<file path="config.mk">
export PLATFORM = sky130hd
export DESIGN_NAME = sixteen_bit_capture_compare_timer
export DESIGN_NICKNAME = d
export VERILOG_FILES = /design/src/core/timer16_pkg.sv /design/src/core/trig_if.sv /design/src/core/sixteen_bit_capture_compare_timer.sv /design/src/core/trigger_edge_filter.sv
export SDC_FILE = /design/constraint.sdc
export NUM_CORES = 1
export LEC_CHECK = 0
export ABC_AREA = 1
export BUFFER_PORTS_ARGS = -buffer_cell sky130_fd_sc_hd__buf_2
export CORE_UTILIZATION = 60
export DETAILED_ROUTE_END_ITERATION = 12
export GPL_TIMING_DRIVEN = 0
export PLACE_DENSITY = 0.95
export SYNTH_ARGS = -nofsm -noshare
export SYNTH_HDL_FRONTEND = slang
export SYNTH_SLANG_ARGS = --single-unit
</file>
<file path="constraint.sdc">
create_clock -name clk_sys_in -period 4.2 [get_ports clk_sys_in]
set_clock_uncertainty 0.05 [all_clocks]
set_input_delay 0.42 -clock clk_sys_in [delete_from_list [all_inputs] [get_ports clk_sys_in]]
set_output_delay 0.42 -clock clk_sys_in [all_outputs]
set_load 0.05 [all_outputs]
</file>
<file path="src/core/timer16_pkg.sv">
// Shared constants for the 16-bit capture/compare timer.
// Assumes one 40 MHz system clock drives every user of this package.
package timer16_pkg;
    // Mode select codes of the timer mode control bits.
    localparam logic [1:0] MODE_STOP = 2'h0;
    localparam logic [1:0] MODE_FREE = 2'h1;
    localparam logic [1:0] MODE_EDGE_CLR = 2'h2;
    localparam logic [1:0] MODE_MATCH_CLR = 2'h3;
    // Edge select codes for a trigger input.
    localparam logic [1:0] EDGE_FALL = 2'h0;
    localparam logic [1:0] EDGE_RISE = 2'h1;
    localparam logic [1:0] EDGE_NONE = 2'h2;
    localparam logic [1:0] EDGE_BOTH = 2'h3;
    // Count clock select codes of the prescaler mode bits.
    localparam logic [1:0] PSC_DIV4 = 2'h0;
    localparam logic [1:0] PSC_DIV16 = 2'h1;
    localparam logic [1:0] PSC_DIV64 = 2'h2;
    localparam logic [1:0] PSC_EXT_A = 2'h3;
    // Prescaler width and terminal masks; main clock / 8 samples the pin in external count mode.
    localparam int DIV_W = 6;
    localparam logic [5:0] DIV_RST = 6'h00;
    localparam logic [5:0] MASK_DIV4 = 6'h03;
    localparam logic [5:0] MASK_DIV16 = 6'h0f;
    localparam logic [5:0] MASK_DIV64 = 6'h3f;
    localparam logic [5:0] MASK_FX8 = 6'h07;
    // Counter limits and reset values.
    localparam logic [15:0] CNT_RST = 16'h0000;
    localparam logic [15:0] CNT_MAX = 16'hffff;
    localparam logic [15:0] CC_RST = 16'h0000;
endpackage

</file>
<file path="src/core/trig_if.sv">
// Interface between the timer core and one trigger input filter.
// Assumes the pin level is already synchronised to the system clock.
`timescale 1ns/10ps
`default_nettype none
interface trig_if;
    logic pin_sync;
    logic sample_en;
    logic [1:0] edge_sel;
    logic run;
    logic detect;
    modport filter (input pin_sync, input sample_en, input edge_sel,
        input run, output detect);
    modport timer (output pin_sync, output sample_en, output edge_sel,
        output run, input detect);
endinterface
`default_nettype wire

</file>
<file path="src/core/sixteen_bit_capture_compare_timer.sv">
// Top of the 16-bit timer with two capture/compare registers.
// Assumes CPU controls on the system clock; trigger pins are asynchronous.
//
// Function
// - Start is not aligned to the count clock; first match may slip one tick.
// - A capture during a read of the second register still happens.
// - Wrap from all ones to zero sets the overflow flag in running modes.
// - Clearing overflow before the next count after wrap has no effect.
// - Reading the running counter never captures into the second register.
// - Trigger inputs are ignored while the timer is stopped.
// - When trigger A is the count clock, it triggers no capture.
// - Both-edge selection on trigger A disables capture from it.
// - Capture on the count clock fall; interrupt on the following rise.
// - Rewriting a compare value near the count may miss or add a match.
// - A register in compare mode does not capture.
// - High pin after reset gives one rise on first start, not on restart.
// - Filter samples at main clock / 8 or count clock; needs two samples.
// - Pulse output toggles when exactly one match hits, not both at once; starts low, stop or disable clears.
`timescale 1ns/10ps
`default_nettype none
module sixteen_bit_capture_compare_timer
    import timer16_pkg::*;
#(
    parameter int CNT_W = 16
)
(
    input wire logic clk_sys_in,
    input wire logic rst_b_in,
    input wire logic [1:0] mode_select_in,
    input wire logic [1:0] clock_select_in,
    input wire logic [1:0] edge_select_a_in,
    input wire logic [1:0] edge_select_b_in,
    input wire logic [1:0] cc_capture_in,
    input wire logic pulse_output_enable_in,
    input wire logic period_wr_in,
    input wire logic second_wr_in,
    input wire logic [15:0] wr_data_in,
    input wire logic overflow_clear_in,
    input wire logic trigger_input_a_in,
    input wire logic trigger_input_b_in,
    output var logic [15:0] up_counter_out,
    output var logic [15:0] period_compare_reg_out,
    output var logic [15:0] second_capture_compare_reg_out,
    output var logic overflow_flag_out,
    output var logic period_match_interrupt_out,
    output var logic second_capture_interrupt_out,
    output var logic timer_out
);
    if (CNT_W != 16) begin : g_width_check
        $error("Only a 16-bit counter is supported.");
    end

    logic rst_q1;
    logic rst_n;
    logic [1:0] sync_a;
    logic [1:0] sync_b;
    logic [DIV_W-1:0] div;
    logic [DIV_W-1:0] mask;
    logic tick_rise;
    logic tick_fall;
    logic running;
    logic ext_count;
    logic count_ev;
    logic det_a;
    logic det_b;
    logic pm_hit;
    logic sm_hit;
    logic wrap;
    logic set_cap_a;
    logic set_cap_b;
    logic ovf_hold;
    logic cap_pend_a;
    logic cap_pend_b;
    logic irq_due_a;
    logic irq_due_b;
    logic [15:0] next_counter;
    logic [15:0] next_period;
    logic [15:0] next_second;
    logic next_ovf;
    logic next_ovf_hold;
    logic next_cap_pend_a;
    logic next_cap_pend_b;
    logic next_irq_due_a;
    logic next_irq_due_b;
    logic next_pm_irq;
    logic next_sc_irq;
    logic next_tout;

    trig_if ta ();
    trig_if tb ();

    // Reset release and pin synchronisers.
    always_ff @(posedge clk_sys_in or negedge rst_b_in) begin
        if (!rst_b_in) begin
            rst_q1 <= 1'b0;
            rst_n <= 1'b0;
            sync_a <= 2'h0;
            sync_b <= 2'h0;
        end else begin
            rst_q1 <= 1'b1;
            rst_n <= rst_q1;
            sync_a <= {sync_a[0], trigger_input_a_in};
            sync_b <= {sync_b[0], trigger_input_b_in};
        end
    end

    // Prescaler mask; in external count mode the filter runs at / 8.
    always_comb begin
        if (clock_select_in == PSC_DIV4) begin
            mask = MASK_DIV4;
        end else if (clock_select_in == PSC_DIV16) begin
            mask = MASK_DIV16;
        end else if (clock_select_in == PSC_DIV64) begin
            mask = MASK_DIV64;
        end else begin
            mask = MASK_FX8;
        end
    end

    // The prescaler runs free and is never restarted by a timer start.
    always_ff @(posedge clk_sys_in or negedge rst_n) begin
        if (!rst_n) begin
            div <= DIV_RST;
        end else begin
            div <= div + 6'h01;
        end
    end

    // Count clock edges and filter wiring.
    assign tick_rise = (div & mask) == mask;
    assign tick_fall = (div & mask) == (mask >> 1);
    assign running = mode_select_in != MODE_STOP;
    assign ext_count = clock_select_in == PSC_EXT_A;
    assign ta.pin_sync = sync_a[1];
    assign ta.sample_en = tick_rise;
    assign ta.edge_sel = edge_select_a_in;
    assign ta.run = running;
    assign tb.pin_sync = sync_b[1];
    assign tb.sample_en = tick_rise;
    assign tb.edge_sel = edge_select_b_in;
    assign tb.run = running;
    assign det_a = ta.detect;
    assign det_b = tb.detect;

    trigger_edge_filter u_filt_a (
        .clk_in(clk_sys_in),
        .rst_n_in(rst_n),
        .t(ta.filter)
    );

    trigger_edge_filter u_filt_b (
        .clk_in(clk_sys_in),
        .rst_n_in(rst_n),
        .t(tb.filter)
    );

    // Event terms; a write in the match cycle hides that match.
    assign count_ev = running && (ext_count ? det_a : tick_rise);
    assign pm_hit = count_ev && !cc_capture_in[0] && !period_wr_in &&
        up_counter_out == period_compare_reg_out;
    assign sm_hit = count_ev && !cc_capture_in[1] && !second_wr_in &&
        up_counter_out == second_capture_compare_reg_out;
    assign wrap = count_ev && up_counter_out == CNT_MAX;
    // Only trigger edges load captures, never a counter read.
    assign set_cap_b = det_a && cc_capture_in[1] && !ext_count &&
        edge_select_a_in != EDGE_BOTH;
    assign set_cap_a = det_b && cc_capture_in[0];

    // Next values of counter, registers, flags and pulse output.
    always_comb begin
        next_counter = up_counter_out;
        next_period = period_compare_reg_out;
        next_second = second_capture_compare_reg_out;
        next_ovf_hold = ovf_hold;
        next_cap_pend_a = set_cap_a | cap_pend_a;
        next_cap_pend_b = set_cap_b | cap_pend_b;
        next_irq_due_a = irq_due_a;
        next_irq_due_b = irq_due_b;
        next_tout = timer_out;
        if (!running) begin
            next_counter = CNT_RST;
            next_ovf_hold = 1'b0;
        end else if (mode_select_in == MODE_EDGE_CLR && det_a) begin
            next_counter = CNT_RST;
        end else if (count_ev) begin
            if (mode_select_in == MODE_MATCH_CLR && pm_hit) begin
                next_counter = CNT_RST;
            end else begin
                next_counter = up_counter_out + 16'h0001;
            end
        end
        if (wrap) begin
            next_ovf_hold = 1'b1;
        end else if (count_ev) begin
            next_ovf_hold = 1'b0;
        end
        next_ovf = wrap || ovf_hold ||
            (overflow_flag_out && !overflow_clear_in);
        if (period_wr_in) begin
            next_period = wr_data_in;
        end
        if (second_wr_in) begin
            next_second = wr_data_in;
        end
        // Captures land on the count clock fall, even during a read.
        if (tick_fall && cap_pend_a) begin
            next_period = up_counter_out;
            next_cap_pend_a = set_cap_a;
            next_irq_due_a = 1'b1;
        end
        if (tick_fall && cap_pend_b) begin
            next_second = up_counter_out;
            next_cap_pend_b = set_cap_b;
            next_irq_due_b = 1'b1;
        end
        next_pm_irq = pm_hit || (irq_due_a && tick_rise);
        next_sc_irq = sm_hit || (irq_due_b && tick_rise);
        if (tick_rise) begin
            next_irq_due_a = 1'b0;
            next_irq_due_b = 1'b0;
        end
        if (!running || !pulse_output_enable_in) begin
            next_tout = 1'b0;
        end else if (pm_hit ^ sm_hit) begin
            next_tout = !timer_out;
        end
    end

    // Timer state registers.
    always_ff @(posedge clk_sys_in or negedge rst_n) begin
        if (!rst_n) begin
            up_counter_out <= CNT_RST;
            period_compare_reg_out <= CC_RST;
            second_capture_compare_reg_out <= CC_RST;
            overflow_flag_out <= 1'b0;
            ovf_hold <= 1'b0;
            cap_pend_a <= 1'b0;
            cap_pend_b <= 1'b0;
            irq_due_a <= 1'b0;
            irq_due_b <= 1'b0;
            period_match_interrupt_out <= 1'b0;
            second_capture_interrupt_out <= 1'b0;
            timer_out <= 1'b0;
        end else begin
            up_counter_out <= next_counter;
            period_compare_reg_out <= next_period;
            second_capture_compare_reg_out <= next_second;
            overflow_flag_out <= next_ovf;
            ovf_hold <= next_ovf_hold;
            cap_pend_a <= next_cap_pend_a;
            cap_pend_b <= next_cap_pend_b;
            irq_due_a <= next_irq_due_a;
            irq_due_b <= next_irq_due_b;
            period_match_interrupt_out <= next_pm_irq;
            second_capture_interrupt_out <= next_sc_irq;
            timer_out <= next_tout;
        end
    end
endmodule
`default_nettype wire

</file>
<file path="src/core/trigger_edge_filter.sv">
// Noise filter and valid-edge detector for one trigger input.
// Assumes a synchronised pin and a one-cycle sample enable from the timer.
`timescale 1ns/10ps
`default_nettype none
module trigger_edge_filter
    import timer16_pkg::*;
(
    input wire logic clk_in,
    input wire logic rst_n_in,
    trig_if.filter t
);
    logic last_sample;
    logic level;
    logic armed;
    logic next_last_sample;
    logic next_level;
    logic next_armed;
    logic rise;
    logic fall;

    // A level is accepted only once two successive samples agree.
    always_comb begin
        next_last_sample = last_sample;
        next_level = level;
        next_armed = armed | t.run;
        rise = 1'b0;
        fall = 1'b0;
        if (t.sample_en) begin
            next_last_sample = t.pin_sync;
            if (t.pin_sync == last_sample && (t.run || armed)) begin
                next_level = t.pin_sync;
                rise = t.pin_sync & ~level;
                fall = ~t.pin_sync & level;
            end
        end
    end

    // Level resets low, so a high pin right after reset reads as a rise on
    // the first run; once armed the level tracks while stopped.
    always_comb begin
        t.detect = t.run && ((rise && (t.edge_sel == EDGE_RISE ||
            t.edge_sel == EDGE_BOTH)) || (fall && (t.edge_sel == EDGE_FALL
            || t.edge_sel == EDGE_BOTH)));
    end

    // Filter state registers.
    always_ff @(posedge clk_in or negedge rst_n_in) begin
        if (!rst_n_in) begin
            last_sample <= 1'b0;
            level <= 1'b0;
            armed <= 1'b0;
        end else begin
            last_sample <= next_last_sample;
            level <= next_level;
            armed <= next_armed;
        end
    end
endmodule
`default_nettype wire

</file>
==> impl_metrics.tcl <==
set metrics [dict create \
    outcome "finished clean" \
    row_count 30 \
    synth_area_leader_cell "dfrtp_1" \
    netlist_top_cells_count "nand2_1, dfrtp_1, nand3_1" \
    port_buffers 83 \
    crit_path_max_fanout 10 \
    io_pins 86 \
    synth_top_area_share_pct 44.6 \
    htree_num_levels 3 \
    clockBufferDepth 2 \
    gp_congestion 0.925 \
    endpoint_kind "register" \
    fin_ws_ns 1.88 \
    ctsHoldBuffers 1 \
    synth_seq_cells 75 \
    drive_above_1_share_pct 22.2 \
    n_antenna_cell 0 \
    ys.flop_type "dfrtp_1" \
    final_max_slew_viol_count 0 \
    grt_pass1_wl_um 19400 \
    finalSetupViolations 0 \
    cts_tree "built" \
    cts_resized 0 \
    rsz0062_at_grt "false" \
    syn_area_um2 4210 \
    synth.distinct_cells 36 \
    synth-seq-area-share_pct 44.6 \
    dr.first_iter.drc_count 537 \
    setup_tns_ns 0 \
    final-hold-violation-count 0 \
    gr-usage-all-layers_pct 34.3 \
    dr.pass1.iters 5 \
    fin_crit_ns 2.32 \
    cts-root-buf "clkbuf_8" \
    synth.most_common_cell "nand2_1" \
    antenna_found_initial 0 \
    drc 0 \
    slew_headroom_pct 39.4 \
    grt_max_degree 70 \
    fin_crit_sh_pct 55.1 \
    core_um2 6790 \
    post-place-ws_ns 1.57 \
    nNetsFinal 650 \
    die_width_um 85.8 \
    die_y_um 85.8 \
    area_delta_synth_final_pct 17.9 \
    start_util_pct 62.0 \
    pwr_density_cell_nw_per_um2 347 \
    cts_buffers 9 \
    hpwlAfterDp_um 8530 \
    worst_pin_slew_ns 0.909 \
    arrival_ns 2.47 \
    synth_warnings 0 \
    post_cts_buffers 0 \
    cts_sinks 75 \
    maxCapViolations 0 \
    max_freq_mhz 432 \
    finalNonFillerCells 708 \
    grt_pass1_vias 4116 \
    syn_area_per_cell_um2 8.22 \
    cp.required_ns 4.36 \
    worst_hold_path_type "input pin to register" \
    p_leak_nw 2.35 \
    ir_drop_mv 0.217 \
    synth_edf_count 0 \
    placedCellCount 691 \
    ys_async_sr_fraction_pct 100 \
    antenna_left 0 \
    synth.net_count 555 \
    grt_remaining_overflow 0 \
    fillers 489 \
    synthTopCellsByArea "dfrtp_1, nand2_1, nand3_1" \
    critPathKind "input pin to register" \
    num_vias 4222 \
    viasPerCell 5.96 \
    design.die.area_um2 7350 \
    detail_route.wl_per_cell_um 16.8 \
    cts.reportedPaths.clkPinSlew_ns 0.08 \
    syn-instance-count 512 \
    cp-start-kind "input pin" \
    clk_latency_ns 0.36 \
    drt-total-wl_um 11900 \
]
## cells by family after synthesis
| group | synth area share [%] |
|---|---|
| XOR/XNOR | 5.62 |
| adder cells (fa/ha/maj) | 2.68 |
| buffers and inverters | 8.47 |
| flip-flops | 44.6 |
| AND/OR/NAND/NOR | 25.6 |
| other | 0.0891 |
| AO/OA/AOI/OAI | 13.0 |
## layout make-up
type                    count  area (µm²)  share of cell area (%)
repair buffers             84         425                    8.58
clock buffers              11         141                    2.85
plain buffers              21         101                    2.04
inverters                  68         255                    5.15
clock inverters             5        61.3                    1.24
well taps                  96         120                    2.42
flip-flops and latches     75        1880                    37.9
multi-input cells         348        1980                    39.8
## layout by cell type, fill, tap and decap left out, types with 3 or more instances in the layout
cell type   count
nand2_2         3
nand2_1       101
clkbuf_8       10
a21oi_1         9
dfrtp_1        74
o21ai_0        19
nand3_1        69
inv_2           4
clkbuf_1       12
xor2_1         15
o211ai_1       13
xnor2_1        12
clkinvlp_4      3
nand4_1         9
o21ai_2        10
ha_1            9
o221ai_1       20
nor2_4          4
nor3_1          5
inv_1          64
nor2_1         33
buf_2          88
## routing by layer
metal | GRT usage [%] | wire length, µm
met5 | 0 | 0
met4 | 21.2 | 650
met3 | 9.14 | 1050
met2 | 54.5 | 5690
met1 | 41.9 | 4480
## power by group
part           switching, mW  internal, mW  total [mW]  leakage (nW)
registers             0.0513         0.766       0.818         0.944
logic                  0.234        0.0940       0.328          1.31
clock network          0.282         0.293       0.575        0.0922
total                  0.567          1.15        1.72          2.35
## final timing paths
| check | startpoint | depth (start not counted) | endpoint | slack [ns] |
|---|---|---|---|---|
| hold reg to reg | sync_a[0] | 0 | sync_a[1] | 0.31 |
| setup / recovery | clock_select_in[0] | 10 | period_compare_reg_out[13] | 1.88 |
| max in group asynchronous | rst_n | 0 | second_capture_compare_reg_out[6] | 3.09 |
| min in group asynchronous | rst_b_in | 2 | sync_b[0] | 0.34 |
| setup reg to reg | up_counter_out[0] | 9 | up_counter_out[12] | 1.97 |
| hold / removal | trigger_input_b_in | 1 | sync_b[0] | 0.11 |
## registers in the layout, summed over array words and instances (netlist names), 2 cells and up
name / count
period_compare_reg_out: 16
second_capture_compare_reg_out: 16
up_counter_out: 16
div: 6
sync_a: 2
sync_b: 2
## through the flow
| stage | hold slack (ns) | util [%] | power (mW) | cell area [µm²] |
|---|---|---|---|---|
| after detailed placement | 0.197 | 69.9 | 1.15 | 4750 |
| after floorplan | 0.0744 | - | 1.05 | 4210 |
| after CTS | 0.104 | 73.0 | 1.72 | 4960 |
| after global placement | 0.193 | 69.8 | 1.14 | 4740 |
| after global routing | 0.0974 | 73.0 | 1.78 | 4960 |
| final | 0.112 | 73.0 | 1.72 | 4960 |
## critical path, stage by stage
cell and delay (ns):
buf_2 0.09, inv_1 0.05, ha_1 0.34, nand2_1 0.09, xnor2_1 0.12, nor2_1 0.22
nand4_2 0.33, nand2_1 0.32, buf_2 0.32, o221ai_1 0.16
Power figures use the tool's default switching activity.
